`src/shared/spc_pkg.sv`:
```
// SPI port control package: register map, field positions, types
package spc_pkg;
  localparam int CLK_NS = 25;
  localparam int STALL_NS = 400;
  localparam logic [7:0] STALL_CYC = 8'((STALL_NS + CLK_NS - 1) / CLK_NS);
  // register byte addresses
  localparam logic [4:0] OFF_STAT = 5'h00;
  localparam logic [4:0] OFF_RX = 5'h04;
  localparam logic [4:0] OFF_TX = 5'h08;
  localparam logic [4:0] OFF_DIV = 5'h0c;
  localparam logic [4:0] OFF_CTL = 5'h10;
  localparam logic [4:0] OFF_IST = 5'h14;
  localparam logic [4:0] OFF_IMSK = 5'h18;
  localparam logic [15:0] CTL_RST = 16'h0000;
  localparam logic [15:0] CTL_WMASK = 16'h1fef;
  localparam logic [7:0] DIV_RST = 8'h1b;
  // control field positions
  localparam int B_EN = 0;
  localparam int B_MST = 1;
  localparam int B_PHA = 2;
  localparam int B_POL = 3;
  localparam int B_LSB = 5;
  localparam int B_TMOD = 6;
  localparam int B_UDM = 7;
  localparam int B_OVW = 8;
  localparam int B_SSE = 9;
  localparam int B_SOE = 10;
  localparam int B_LB = 11;
  localparam int B_CONT = 12;
  // interrupt status positions
  localparam int I_TXE = 0;
  localparam int I_RXF = 1;
  localparam int I_OVF = 2;
  localparam int I_UDF = 3;
  localparam logic [3:0] LAST_HALF = 4'hf;
  localparam logic [3:0] LAST_BIT = 4'h7;
  typedef enum logic [1:0] {ST_IDLE, ST_XFER, ST_STALL} spc_fsm_t;
  typedef struct packed {logic sclk; logic mosi; logic miso; logic ss_n;} spc_pin_in_t;
  typedef struct packed {
    logic sclk_o; logic sclk_oe; logic mosi_o; logic mosi_oe;
    logic miso_o; logic miso_oe; logic ss_n_o; logic ss_oe;
  } spc_pin_out_t;
  typedef struct packed {logic [4:0] addr; logic [15:0] wdata; logic wr; logic rd;} spc_bus_t;
  typedef struct packed {
    logic [15:0] ctl; logic [7:0] div; logic [7:0] tx; logic txv; logic [7:0] last;
    logic [7:0] rx; logic rxf; logic ovf; logic udf; logic [3:0] ist; logic [3:0] imsk;
    spc_fsm_t fsm; logic [7:0] sh; logic [7:0] rsh; logic [3:0] bitn; logic [3:0] half;
    logic [7:0] hc; logic [7:0] cnt; logic cs; logic go; logic [15:0] rdata;
    spc_pin_in_t s1; spc_pin_in_t s2; spc_pin_in_t s3;
  } spc_state_t;
  localparam spc_state_t ST_RST = '{ctl: CTL_RST, div: DIV_RST, fsm: ST_IDLE, default: '0};
endpackage : spc_pkg

```
`src/hw/spc_port.sv`:
```
// SPI port: control register, master/slave shifter, status and interrupt
//
// Chosen here: strobed register access and the register addresses.
`timescale 1ns/1ps
module spc_port
(
  input wire logic clk,
  input wire logic rst_n,
  input wire spc_pkg::spc_bus_t bus_i,
  output logic [15:0] rdata,
  output logic irq,
  input wire spc_pkg::spc_pin_in_t pin_i,
  output spc_pkg::spc_pin_out_t pin_o
);
  spc_pkg::spc_state_t q;
  spc_pkg::spc_state_t d;
  logic en;
  logic mst;
  logic lsb;
  logic outbit;
  logic sin;
  logic rd_rx;
  logic start;
  logic samp;
  logic shft;
  logic done;
  logic lead;
  logic trail;
  logic [7:0] nrsh;
  logic [7:0] nb;
  logic [3:0] ev;

  // decoded control fields and serial data paths
  assign en = q.ctl[spc_pkg::B_EN];
  assign mst = q.ctl[spc_pkg::B_MST];
  assign lsb = q.ctl[spc_pkg::B_LSB];
  assign outbit = lsb ? q.sh[0] : q.sh[7];
  assign rd_rx = bus_i.rd && bus_i.addr == spc_pkg::OFF_RX;
  // synced pin levels only; first stage never read here
  assign sin = q.ctl[spc_pkg::B_LB] ? outbit : (mst ? q.s2.miso : q.s2.mosi);
  assign lead = (q.s2.sclk != q.ctl[spc_pkg::B_POL]) && (q.s3.sclk == q.ctl[spc_pkg::B_POL]);
  assign trail = (q.s2.sclk == q.ctl[spc_pkg::B_POL]) && (q.s3.sclk != q.ctl[spc_pkg::B_POL]);
  assign nrsh = lsb ? {sin, q.rsh[7:1]} : {q.rsh[6:0], sin};
  assign nb = q.txv ? q.tx : (q.ctl[spc_pkg::B_UDM] ? q.last : 8'h00);

  // transfer sequencing: start, sample, shift and done strobes
  always_comb
  begin
    start = 1'b0;
    samp = 1'b0;
    shft = 1'b0;
    done = 1'b0;
    if (en && q.fsm == spc_pkg::ST_IDLE)
    begin
      if (mst)
        start = q.ctl[spc_pkg::B_TMOD] ? q.txv : q.go;
      else
        start = q.s3.ss_n && !q.s2.ss_n;
    end
    if (en && q.fsm == spc_pkg::ST_XFER)
    begin
      if (mst)
      begin
        // mid-cell sample, cell-boundary shift: opposite clock edges
        if (q.hc == 8'h00)
        begin
          samp = !q.half[0];
          shft = q.half[0] && q.half != spc_pkg::LAST_HALF;
          done = q.half == spc_pkg::LAST_HALF;
        end
      end
      else if (!q.s2.ss_n)
      begin
        // slave edges chosen by phase
        samp = q.ctl[spc_pkg::B_PHA] ? trail : lead;
        shft = (q.ctl[spc_pkg::B_PHA] ? lead : trail) && q.bitn != 4'h0;
        done = samp && q.bitn == spc_pkg::LAST_BIT;
      end
    end
  end

  // next-state computation
  always_comb
  begin
    d = q;
    ev = 4'h0;
    d.s1 = pin_i;
    d.s2 = q.s1;
    d.s3 = q.s2;
    d.rdata = 16'h0000;
    // register reads, data one cycle later
    if (bus_i.rd)
    begin
      unique case (bus_i.addr)
        spc_pkg::OFF_STAT:
          d.rdata = {10'h000, q.ovf, q.rxf | q.ovf, q.rxf, q.udf, !q.txv | q.udf, q.txv};
        spc_pkg::OFF_RX: d.rdata = {8'h00, q.rx};
        spc_pkg::OFF_DIV: d.rdata = {8'h00, q.div};
        spc_pkg::OFF_CTL: d.rdata = q.ctl;
        spc_pkg::OFF_IST: d.rdata = {12'h000, q.ist};
        spc_pkg::OFF_IMSK: d.rdata = {12'h000, q.imsk};
        default: d.rdata = 16'h0000;
      endcase
    end
    // receive read clears full and overflow; may trigger a transfer
    if (rd_rx)
    begin
      d.rxf = 1'b0;
      d.ovf = 1'b0;
      if (en && mst && !q.ctl[spc_pkg::B_TMOD])
        d.go = 1'b1;
    end
    // register writes
    if (bus_i.wr)
    begin
      if (bus_i.addr == spc_pkg::OFF_CTL)
        d.ctl = bus_i.wdata & spc_pkg::CTL_WMASK;
      if (bus_i.addr == spc_pkg::OFF_DIV)
        d.div = bus_i.wdata[7:0];
      if (bus_i.addr == spc_pkg::OFF_IST)
        d.ist = q.ist & ~bus_i.wdata[3:0];
      if (bus_i.addr == spc_pkg::OFF_IMSK)
        d.imsk = bus_i.wdata[3:0];
    end
    // load a byte at frame start
    if (start)
    begin
      d.fsm = spc_pkg::ST_XFER;
      d.sh = nb;
      d.last = nb;
      d.rsh = 8'h00;
      d.bitn = 4'h0;
      d.half = 4'h0;
      d.hc = q.div;
      d.go = 1'b0;
      d.cs = mst;
      d.txv = 1'b0;
      if (!q.txv)
      begin
        d.udf = 1'b1;
        ev[spc_pkg::I_UDF] = 1'b1;
      end
      else
        ev[spc_pkg::I_TXE] = q.ctl[spc_pkg::B_TMOD] || !mst;
    end
    // master clock divider: half cell is div+1 clocks
    if (en && mst && q.fsm == spc_pkg::ST_XFER)
    begin
      if (q.hc == 8'h00)
      begin
        d.hc = q.div;
        d.half = q.half + 4'h1;
      end
      else
        d.hc = q.hc - 8'h01;
    end
    if (samp)
    begin
      d.rsh = nrsh;
      d.bitn = q.bitn + 4'h1;
    end
    if (shft)
      d.sh = lsb ? {1'b0, q.sh[7:1]} : {q.sh[6:0], 1'b0};
    // byte complete: deliver to receive holding register unless it is full and overwrite is off
    if (done)
    begin
      if (!(q.rxf && !rd_rx) || q.ctl[spc_pkg::B_OVW])
        d.rx = mst ? q.rsh : nrsh;
      if (q.rxf && !rd_rx)
      begin
        d.ovf = 1'b1;
        ev[spc_pkg::I_OVF] = 1'b1;
      end
      d.rxf = 1'b1;
      ev[spc_pkg::I_RXF] = !q.ctl[spc_pkg::B_TMOD] || !mst;
      d.fsm = spc_pkg::ST_IDLE;
      d.cs = 1'b0;
      if (mst && q.txv && q.ctl[spc_pkg::B_CONT])
      begin
        // next byte back to back, select kept low
        d.fsm = spc_pkg::ST_XFER;
        d.cs = 1'b1;
        d.sh = q.tx;
        d.last = q.tx;
        d.txv = 1'b0;
        d.rsh = 8'h00;
        d.bitn = 4'h0;
        d.half = 4'h0;
        d.hc = q.div;
        ev[spc_pkg::I_TXE] = q.ctl[spc_pkg::B_TMOD];
      end
      else if (mst && q.txv && q.ctl[spc_pkg::B_TMOD])
      begin
        d.fsm = spc_pkg::ST_STALL;
        d.cnt = spc_pkg::STALL_CYC;
      end
    end
    // slave frame aborted by select release
    if (!mst && q.fsm == spc_pkg::ST_XFER && q.s2.ss_n)
      d.fsm = spc_pkg::ST_IDLE;
    if (q.fsm == spc_pkg::ST_STALL)
    begin
      d.cnt = q.cnt - 8'h01;
      if (q.cnt == 8'h01)
        d.fsm = spc_pkg::ST_IDLE;
    end
    // transmit write after start so a same-cycle write is kept
    if (bus_i.wr && bus_i.addr == spc_pkg::OFF_TX)
    begin
      d.tx = bus_i.wdata[7:0];
      d.txv = 1'b1;
      d.udf = ev[spc_pkg::I_UDF]; // underflow set wins over the clear
    end
    // sticky events, set wins over clear
    d.ist = d.ist | ev;
    if (!en)
    begin
      d.fsm = spc_pkg::ST_IDLE;
      d.cs = 1'b0;
      d.go = 1'b0;
    end
  end

  // state register
  always_ff @(posedge clk or negedge rst_n)
  begin
    if (!rst_n)
      q <= spc_pkg::ST_RST;
    else
      q <= d;
  end

  // bus answer and interrupt
  assign rdata = q.rdata;
  assign irq = |(q.ist & q.imsk);

  // pin drivers
  always_comb
  begin
    pin_o.sclk_oe = en && mst;
    pin_o.sclk_o = q.ctl[spc_pkg::B_POL] ^ (q.fsm == spc_pkg::ST_XFER && mst
      && (q.ctl[spc_pkg::B_PHA] ? !q.half[0] : q.half[0]));
    pin_o.mosi_oe = en && mst;
    pin_o.mosi_o = mst && q.fsm == spc_pkg::ST_XFER && outbit;
    pin_o.miso_oe = en && !mst && q.ctl[spc_pkg::B_SOE] && !q.s2.ss_n;
    pin_o.miso_o = !mst && outbit;
    pin_o.ss_oe = en && mst && q.ctl[spc_pkg::B_SSE];
    pin_o.ss_n_o = !q.cs;
  end
endmodule : spc_port

```
`config.mk`:
```
export PLATFORM = sky130hd
export DESIGN_NAME = spc_port
export DESIGN_NICKNAME = d
export VERILOG_FILES = /design/src/shared/spc_pkg.sv /design/src/hw/spc_port.sv
export SDC_FILE = /design/constraint.sdc
export NUM_CORES = 1
export LEC_CHECK = 0
export BUFFER_PORTS_ARGS = -buffer_cell sky130_fd_sc_hd__buf_2
export CELL_PAD_IN_SITES_DETAIL_PLACEMENT = 2
export CELL_PAD_IN_SITES_GLOBAL_PLACEMENT = 2
export CORE_ASPECT_RATIO = 0.9
export CORE_MARGIN = 4
export CORE_UTILIZATION = 39
export CTS_CLUSTER_DIAMETER = 30
export DETAILED_ROUTE_END_ITERATION = 8
export PLACE_DENSITY = 0.86
export SYNTH_ARGS = -nofsm -noshare
export SYNTH_HDL_FRONTEND = slang
export SYNTH_SLANG_ARGS = --single-unit
```
`constraint.sdc`:
```
create_clock -name clk -period 2.95 [get_ports clk]
set_input_delay 0.4425 -clock clk [delete_from_list [all_inputs] [get_ports clk]]
set_output_delay 0.4425 -clock clk [all_outputs]
set_load 0.01 [all_outputs]
```
==> results.json, run 1 <==
{
  "internal-power_mw": 3.69,
  "start_util": 0.399,
  "cp.arrival_ns": 3.13,
  "hold_class": "input port to flop",
  "worst_slack_ns": 0.126,
  "clkSinkCount": 123,
  "netlist.area_leader.share": 0.482,
  "dieWidth_um": 141,
  "fill_cells": 1594,
  "io_buffers": 47,
  "place.gp.congestion": 0.834,
  "async_reset_ff_frac": 1.00,
  "viasPerCell": 5.87,
  "hold_depth": 1,
  "dieHeight_um": 127,
  "synth_common_cells": "119 x dfrtp_1, 64 x nor2_1, 41 x mux2_2, 41 x nand2_1, 27 x a211oi_1",
  "synth_seq_cells": 123,
  "combPwrFrac": 0.195,
  "h-tree-depth": 4,
  "crit_path_start": "q[38]",
  "final_max_slew_viol_count": 0,
  "synth_xor_area_frac": 0.0170,
  "fin_crit_sh": 0.957,
  "drt-initial-drc-count": 346,
  "regArea_um2": 3080,
  "yosysMostFrequentCell": "dfrtp_1",
  "first_pass_iters": 4,
  "synthTopCellsByArea": "dfrtp_1 48%, mux2_2 7.5%, mux2i_1 4.2%",
  "cts_root_buffer": "clkbuf_16",
  "grt_overflow": 0,
  "setup_viol": 0,
  "yosys.area_share.simple": 0.142,
  "ys_warn_count": 0,
  "pwr-share-clk": 0.393,
  "synth-adder-area-share": 0.0142,
  "antenna_found_initial": 0,
  "critPathKind": "flop to flop",
  "r2r_end": "q[86]",
  "die_area_um2": 17900,
  "path_max_fanout": 8,
  "wl_per_cell_um": 25.1,
  "diodes": 0,
  "sw_frac_of_total": 0.329,
  "crit_chain": "inv_1 > ha_1 > or4b_4 > nor4_4 > a31o_1 > o21a_1 > mux2_2",
  "synth-edff-count": 0,
  "synth_top_family_by_area": "compound AO/OA/AOI/OAI gates",
  "post-dp-hpwl_um": 13800,
  "power_mw": 5.49,
  "cts_buffer_depth": 2,
  "max-slew-margin-rel": 0.471,
  "pre_cts_ws_ns": 0.0805,
  "grt_max_degree": 59,
  "route.detailed.drc": 0,
  "syn_inst": 592,
  "yosysUniqueCellTypes": 58,
  "setup_tns_ns": 0,
  "tightestPinTransition_ns": 0.792,
  "area_growth_pct": 16.5,
  "cts_tree": "done",
  "clkSlewWorstSetupHoldPaths_ns": 0.06,
  "hold_start": "pin_i[2]",
  "drtAntennaViolNets": 0,
  "pwr-share-seq": 0.411,
  "max_freq_ghz": 0.354,
  "r2r-start": "q[38]",
  "maxCapViolCount": 0,
  "r2r_setup_slack_ns": 0.13,
  "ys.flop_type": "dfrtp_1",
  "ios": 54,
  "cp-end-kind": "flop",
  "ys_seq_area_frac": 0.499,
  "hold_end": "d[6]",
  "crit_family": "simple AND/OR/NAND/NOR gates",
  "postSynthAreaPerCell_um2": 10.4,
  "reg2reg_depth": 7,
  "nets": 666,
  "p_leak_nw": 3.31,
  "synth_area_um2": 6180,
  "vdd_drop_max_uv": 394,
  "numCtsBuffers": 17,
  "required_ns": 3.26,
  "coreArea_um2": 15500,
  "synth_compound_area_frac": 0.155,
  "startpoint_type": "flop",
  "yosys.area.top_type": "dfrtp_1",
  "final_area_um2": 7200,
  "worst_path_max_delay_cell": "or4b_4",
  "grtUsageTotal": 0.248,
  "worst_path_largest_cell_delay_ns": 0.53,
  "p_sw_mw": 1.81,
  "clkLatencyLatePin_ns": 0.44,
  "drive_above_1_share": 0.244,
  "finalHoldViolations": 0,
  "wl_um": 21200,
  "fin_crit_ns": 2.82,
  "placed_cell_area_um2": 6550,
  "rows": 43,
  "cp.buffers_inverters": 1,
  "power.density_nw_per_um2": 763,
  "finClkSkew_ns": 0.0177,
  "grt_pass1_wl_um": 33900,
  "multi_input_area_um2": 2790,
  "status": "complete, no violations",
  "vias": 4962,
  "muxShareOfSynthArea": 0.117,
  "grt_setup_unrepaired": "no",
  "grt_pass1_vias": 5652
}
## sequential cells by signal, indices dropped and copies added, names as in the netlist
register	count
d	8
q	99
lsb	1
rdata	13
mst	1
en	1
## through the flow
| step | hold slack, ns | instances | utilization |
|---|---|---|---|
| final | 0.118 | 845 | 0.465 |
| after global placement | 0.334 | 811 | 0.423 |
| after detailed placement | 0.342 | 811 | 0.423 |
| after global routing | 0.100 | 845 | 0.465 |
| after floorplan | 0.147 | 594 | - |
| after CTS | 0.100 | 844 | 0.462 |
## placed cells by master (no fill, tap or decap), types with 4 or more instances in the layout
master / netlist / routed
a21oi_1: 20 / 20
or3_1: 4 / 4
nand3_1: 7 / 7
nor2b_1: 14 / 14
clkinv_4: 0 / 6
and2_1: 8 / 8
nor2_1: 64 / 64
xor2_1: 6 / 6
clkbuf_16: 0 / 17
mux2_2: 41 / 41
a31oi_1: 9 / 9
inv_1: 14 / 14
buf_4: 20 / 20
nor3_1: 9 / 9
a22o_1: 16 / 16
a311oi_1: 4 / 4
a22oi_1: 8 / 8
ha_1: 7 / 7
o22ai_1: 6 / 6
nand2b_1: 7 / 7
a211oi_1: 27 / 27
nand2_1: 41 / 40
buf_2: 6 / 46
xnor2_1: 6 / 6
dfrtp_1: 119 / 119
a21o_1: 7 / 7
o21ai_0: 25 / 25
mux2i_1: 26 / 26
dfstp_2: 4 / 4
## cell families after synthesis
group                      after synthesis
DFF                                    123
buffers and inverters                   66
other                                    1
AOI/OAI and AO/OA                      139
muxes                                   67
xor gates and xnor gates                12
and+or+nand+nor                        177
adders and majority gates                7
## per-layer routing
layer | global-route usage | wire length (µm) | vias to the layer above
met5 | 0 | 0 | -
met4 | 0.0929 | 562 | 0
met3 | 0.0618 | 919 | 50
met2 | 0.426 | 10800 | 138
met1 | 0.303 | 8960 | 2602
li1 | - | - | 2172
## worst max-delay path by stage
stage	cells past startpoint	slack (ns)	endpoint
after detailed placement	8	0.08	q[60]
final	7	0.13	q[86]
after CTS	8	0.003	q[99]
after global routing	8	0.02	q[91]
after global placement	8	0.23	q[50]
after floorplan	9	0.65	q[83]
## cell type report
cell class / instances / area share
tap: 202 / 0.0351
clock buffer: 18 / 0.0610
multi-input combinational: 405 / 0.388
inverter: 14 / 0.00730
timing repair buffer: 69 / 0.0586
sequential: 123 / 0.428
clock inverter: 14 / 0.0222
## what timing repair did
item	4_1_cts	5_1_grt
endpoints found under the hold margin	33	0
buffers inserted	0	1
gates resized for setup	0	6
hold buffers	1	0
endpoints found under the setup margin	0	22
## power groups by stage
stage | sequential, mW | combinational, mW | clock, mW
after global placement | 2.23 | 0.946 | 0
after CTS | 2.25 | 1.06 | 2.19
after global routing | 2.29 | 1.17 | 2.29
after floorplan | 2.13 | 0.734 | 0
after detailed placement | 2.26 | 1.03 | 0
final | 2.26 | 1.07 | 2.16
Note: power is estimated with default switching activity, not from simulation.
==> run 2: changes to the inputs <==
ABC_AREA = 1   (was default)
CORE_UTILIZATION = 35   (was 39)
==> run 2 against run 1 <==
Fmax grew 17%; register-to-register slack gained 0.41 ns; routed wire length grew 14%; combinational power is essentially flat; clock power shrank 9%; largest cell class unchanged.
==> results.json, run 2 <==
{
  "status": "complete, no violations",
  "grt_pass1_wl_um": 38400,
  "yosysMostFrequentCell": "nand2_1",
  "r2r-start": "mst",
  "r2r_setup_slack_ns": 0.54,
  "layout_common_cells": "259 x nand2_1, 119 x dfrtp_1, 105 x inv_1",
  "cp.buffers_inverters": 3,
  "viasPerCell": 5.30,
  "worst_path_largest_cell_delay_ns": 0.45,
  "multi_input_area_um2": 2680,
  "ys.flop_type": "dfrtp_1",
  "required_ns": 3.28,
  "yosys.area_share.simple": 0.261,
  "muxShareOfSynthArea": 0.00781,
  "grt_max_degree": 122,
  "crit_chain": "buf_4 > nand2_1 > nor2_1 > nand2_1 > nand2_1 > inv_1 > nand2_1 > o21ai_0 > nand2_1 > inv_1",
  "grt_pass1_vias": 6738,
  "worst_slack_ns": 0.541,
  "yosysUniqueCellTypes": 43,
  "dieHeight_um": 136,
  "placed_cell_area_um2": 6810,
  "route.detailed.drc": 0,
  "fin_crit_ns": 2.41,
  "cp.arrival_ns": 2.74,
  "rows": 46,
  "hold_depth": 1,
  "sw_frac_of_total": 0.353,
  "nets": 908,
  "yosys.area.top_type": "dfrtp_1",
  "clkSlewWorstSetupHoldPaths_ns": 0.07,
  "ios": 54,
  "cts_hold_buffers": 1,
  "hold_end": "d[6]",
  "numCtsBuffers": 17,
  "fill_cells": 2011,
  "p_sw_mw": 1.84,
  "place.gp.congestion": 0.823,
  "wl_um": 24200,
  "setup_tns_ns": 0,
  "largest-register": "q",
  "internal-power_mw": 3.37,
  "synthTopCellsByArea": "dfrtp_1 46%, nand2_1 15%, o21ai_0 6.5%",
  "cp-end-kind": "flop",
  "cts_tree": "done",
  "maxCapViolCount": 0,
  "final_max_slew_viol_count": 0,
  "critPathMostFrequentCell": "nand2_1",
  "wl_per_cell_um": 21.5,
  "startpoint_type": "flop",
  "dieWidth_um": 151,
  "grt_overflow": 0,
  "power.density_nw_per_um2": 708,
  "synth_compound_area_frac": 0.122,
  "diodes": 0,
  "io_buffers": 47,
  "synth_common_cells": "259 x nand2_1, 119 x dfrtp_1, 105 x inv_1",
  "synth_xor_area_frac": 0.0123,
  "tightestPinTransition_ns": 0.820,
  "max_freq_ghz": 0.415,
  "pwr-share-seq": 0.415,
  "finalHoldViolations": 0,
  "dp_cells": 1092,
  "vdd_drop_max_uv": 334,
  "post-dp-hpwl_um": 15400,
  "postSynthAreaPerCell_um2": 7.71,
  "final_area_um2": 7360,
  "synth_seq_cells": 123,
  "pwr-share-clk": 0.378,
  "worst_path_max_delay_cell": "dfrtp_1",
  "fin_crit_sh": 0.817,
  "coreArea_um2": 17800,
  "first_pass_iters": 7,
  "finClkSkew_ns": 0.0190,
  "post-cts-setup-buffer-count": 0,
  "async_reset_ff_frac": 1.00,
  "finalNonFillerCells": 1125,
  "drive_above_1_share": 0.130,
  "synth_top_family_by_area": "simple AND/OR/NAND/NOR gates",
  "regArea_um2": 3080,
  "ys_seq_area_frac": 0.481,
  "drtAntennaViolNets": 0,
  "crit_family": "simple AND/OR/NAND/NOR gates",
  "grtUsageTotal": 0.248,
  "synth-adder-area-share": 0.0137,
  "cts_root_buffer": "clkbuf_16",
  "hold_start": "pin_i[2]",
  "hold_class": "input port to flop",
  "die_area_um2": 20500,
  "grt_setup_unrepaired": "no",
  "r2r_end": "q[49]",
  "setup_viol": 0,
  "final_common_cell": "nand2_1",
  "clkSinkCount": 123,
  "critPathKind": "flop to flop",
  "ys_warn_count": 0,
  "holdWs_ns": 0.119,
  "vias": 5965,
  "power_mw": 5.21,
  "pre_cts_ws_ns": 0.615,
  "clkLatencyLatePin_ns": 0.44,
  "cts_buffer_depth": 2,
  "drt-initial-drc-count": 311,
  "synth-edff-count": 0,
  "area_growth_pct": 14.8,
  "combPwrFrac": 0.207,
  "cts_resized": 0,
  "largest_register_ffs": 99,
  "max-slew-margin-rel": 0.453,
  "reg2reg_depth": 10,
  "h-tree-depth": 4,
  "p_leak_nw": 3.74,
  "antenna_found_initial": 0,
  "netlist.area_leader.share": 0.465,
  "syn_inst": 831,
  "post-route-util": 0.414,
  "path_max_fanout": 8,
  "start_util": 0.360,
  "synth_area_um2": 6410
}
==> run 2: changes by cell type in the layout (fill, tap and decap cells not counted), moves of 21 or more <==
cell / change
a211oi_1: -26
inv_1: +91
mux2_2: -41
mux2i_1: -21
nand2_1: +219
nand3_1: +51
o21ai_0: +58
==> run 2: worst register-to-register path, delay by kind of cell, from the launching register on <==
family	cells	cell delay [ns]
AO/OA/AOI/OAI	1	0.10
buffers and inverters	3	0.44
flip-flops	1	0.45
AND/OR/NAND/NOR	6	1.32
==> run 2: cells by family (layout without fill, tap and decap cells) <==
family / count (synthesis) / after routing
buf+inv: 149 / 201
compound gates: 137 / 137
simple gates: 400 / 400
flops: 123 / 123
xor+xnor: 9 / 9
mux: 5 / 5
other cells: 1 / 3
fa+ha+maj: 7 / 7
==> run 2: power groups by stage <==
stage               registers (mW)  logic [mW]  clock network [mW]
floorplan                     2.08       0.709                   0
global placement              2.16       0.949                   0
detailed placement            2.17        1.02                   0
CTS                           2.16        1.08                2.00
global route                  2.19        1.21                2.08
finish                        2.16        1.08                1.97
==> run 2: area by class of cell <==
cell class | count | share of cell area
inverters | 110 | 0.0563
repair buffers | 59 | 0.0466
clock inverters | 13 | 0.0131
well taps | 240 | 0.0408
multi-input cells | 561 | 0.364
clock buffers | 19 | 0.0602
flip-flops and latches | 123 | 0.419
==> run 2: layer usage <==
layer / GRT usage / wire length [µm]
met1: 0.301 / 10400
met2: 0.436 / 12200
met3: 0.0520 / 935
met4: 0.0856 / 580
met5: 0 / 0
==> run 2: worst max path at each step <==
stage / start / to / slack [ns] / cells after the start
after floorplan: mst / pin_o[2] / 1.15 / 4
after global placement: q[38] / q[57] / 0.68 / 11
after detailed placement: q[38] / q[60] / 0.62 / 11
after CTS: mst / q[49] / 0.55 / 10
after global routing: q[119] / q[58] / 0.32 / 12
final: mst / q[49] / 0.54 / 10
==> run 3: changes to the inputs <==
CORE_UTILIZATION = 32   (was 35)
PLACE_DENSITY = 0.83   (was 0.86)
clock period = 2 ns   (was 2.95 ns; I/O delays follow)
==> run 3 against run 2 <==
Fmax up 24%; flip-flop and latch count unchanged; register-to-register slack worse by 0.49 ns; utilization down 1.2 points; critical path type unchanged; critical endpoint is now q[90]; largest power group unchanged.
==> results.json, run 3 (same netlist as run 2, synthesis figures left out) <==
{
  "status": "complete, no violations",
  "placed_cell_area_um2": 7040,
  "cp-end-kind": "flop",
  "cts_buffer_depth": 2,
  "startpoint_type": "flop",
  "grt_pass1_vias": 6825,
  "hold_class": "input port to flop",
  "reg2reg_depth": 11,
  "vdd_drop_max_uv": 589,
  "setup_viol": 0,
  "fin_crit_sh": 0.975,
  "critPathKind": "flop to flop",
  "power_mw": 8.04,
  "numCtsBuffers": 17,
  "rows": 48,
  "diodes": 0,
  "hold_depth": 3,
  "finClkSkew_ns": 0.0157,
  "final_common_cell": "nand2_1",
  "busiest_layer": "met2",
  "path_max_fanout": 8,
  "wl_um": 25700,
  "coreArea_um2": 19500,
  "final_max_slew_viol_count": 0,
  "largest_register_ffs": 99,
  "cts_root_buffer": "clkbuf_16",
  "clkLatencyLatePin_ns": 0.44,
  "met2_usage": 0.402,
  "worst_path_max_delay_cell": "dfrtp_1",
  "route.detailed.drc": 0,
  "grt_overflow": 0,
  "grtUsageMet1": 0.278,
  "place.gp.congestion": 0.891,
  "clkSinkCount": 123,
  "setup_tns_ns": 0,
  "first_pass_iters": 5,
  "power.density_nw_per_um2": 1030,
  "vias": 6239,
  "start_util": 0.329,
  "post-route-util": 0.402,
  "dieHeight_um": 142,
  "grt_max_degree": 45,
  "antenna_found_initial": 0,
  "max-slew-margin-rel": 0.586,
  "dieWidth_um": 157,
  "r2r_end": "q[90]",
  "worst_slack_ns": 0.0491,
  "drtAntennaViolNets": 0,
  "nets": 943,
  "grtUsageTotal": 0.227,
  "pre_cts_ws_ns": -0.0251,
  "max_freq_ghz": 0.513,
  "drive_above_1_share": 0.183,
  "drt-initial-drc-count": 358,
  "ios": 54,
  "hold_start": "bus_i[11]",
  "cts_tree": "done",
  "r2r-start": "q[38]",
  "p_leak_nw": 3.95,
  "required_ns": 2.32,
  "fin_crit_ns": 1.95,
  "area_growth_pct": 22.1,
  "grt_pass1_wl_um": 38900,
  "final_area_um2": 7830,
  "crit_chain": "inv_1 > ha_1 > nand3_2 > nor2_4 > nand2_2 > a21oi_4 > nand2_4 > inv_2 > o21ai_2 > nand2_1 > nand2_1",
  "critPathMostFrequentCell": "nand2_1",
  "viasPerCell": 5.33,
  "fill_cells": 2235,
  "cp.arrival_ns": 2.27,
  "hold_end": "q[125]",
  "post-dp-hpwl_um": 16200,
  "clkSlewWorstSetupHoldPaths_ns": 0.06,
  "largest-register": "q",
  "use_met3": 0.0407,
  "worst_path_largest_cell_delay_ns": 0.36,
  "maxCapViolCount": 0,
  "die_area_um2": 22400,
  "r2r_setup_slack_ns": 0.05,
  "io_buffers": 47,
  "layout_common_cells": "255 x nand2_1, 116 x dfrtp_1, 100 x inv_1",
  "h-tree-depth": 4,
  "finalHoldViolations": 0,
  "tightestPinTransition_ns": 0.613,
  "wl_per_cell_um": 22.0
}
[run 3: cell count changes in the layout (fill, tap and decap cells not counted), moves of 4 or more]
cell and change:
inv_2 +5, buf_4 +23, nor2_1 -4, dlygate4sd3_1 +4, buf_6 +5, inv_1 -5, nand2_1 -4
[run 3: layout make-up]
class                           count  area [µm²]  area share
Inverter                          110         418      0.0534
Timing Repair Buffer               94         667      0.0852
Sequential cell                   123        3090       0.394
Clock inverter                     13         119      0.0152
Clock buffer                       19         453      0.0579
Multi-Input combinational cell    561        2770       0.354
Tap cell                          250         313      0.0400
[run 3: per-layer routing]
metal,part of all wire,vias up,wire (µm)
li1,-,2790,-
met1,0.41,3237,10600
met2,0.52,150,13300
met3,0.037,62,940
met4,0.033,0,857
met5,0,-,0
[run 3: metrics by stage]
stage | instances | hold slack (ns)
floorplan | 833 | 0.00441
global placement | 1128 | 0.231
CTS | 1166 | 0.102
finish | 1170 | 0.111
global route | 1170 | 0.140
detailed placement | 1128 | 0.232
[run 3: repair_timing]
item | in CTS | in global routing
setup endpoints to repair | 41 | 51
pin swaps | 4 | 7
hold buffers | 5 | 0
gates resized for setup | 11 | 27
endpoints found under the hold margin | 23 | 0
setup buffers | 1 | 4
[run 3: where the power goes]
part           internal (mW)  total (mW)  switching (mW)
registers               2.86        3.16           0.298
logic                  0.613        1.81            1.20
clock network           1.78        3.07            1.29
total                   5.25        8.04            2.79
[run 3: how the worst max path moves through the flow]
stage / to / cells after the start / start / slack [ns]
after global placement: q[99] / 10 / q[39] / 0.06
after CTS: pin_o[7] / 5 / mst / -0.01
final: q[90] / 11 / q[38] / 0.05
after detailed placement: q[66] / 10 / q[39] / -0.03
after global routing: q[69] / 11 / q[38] / -0.06
after floorplan: q[69] / 11 / q[38] / 0.29
[run 3: critical path, delay by kind of cell, from the launching register on]
kind,cells,cell delay [ns]
flops,1,0.36
simple gates,6,0.69
buf+inv,2,0.20
compound gates,2,0.41
fa+ha+maj,1,0.17
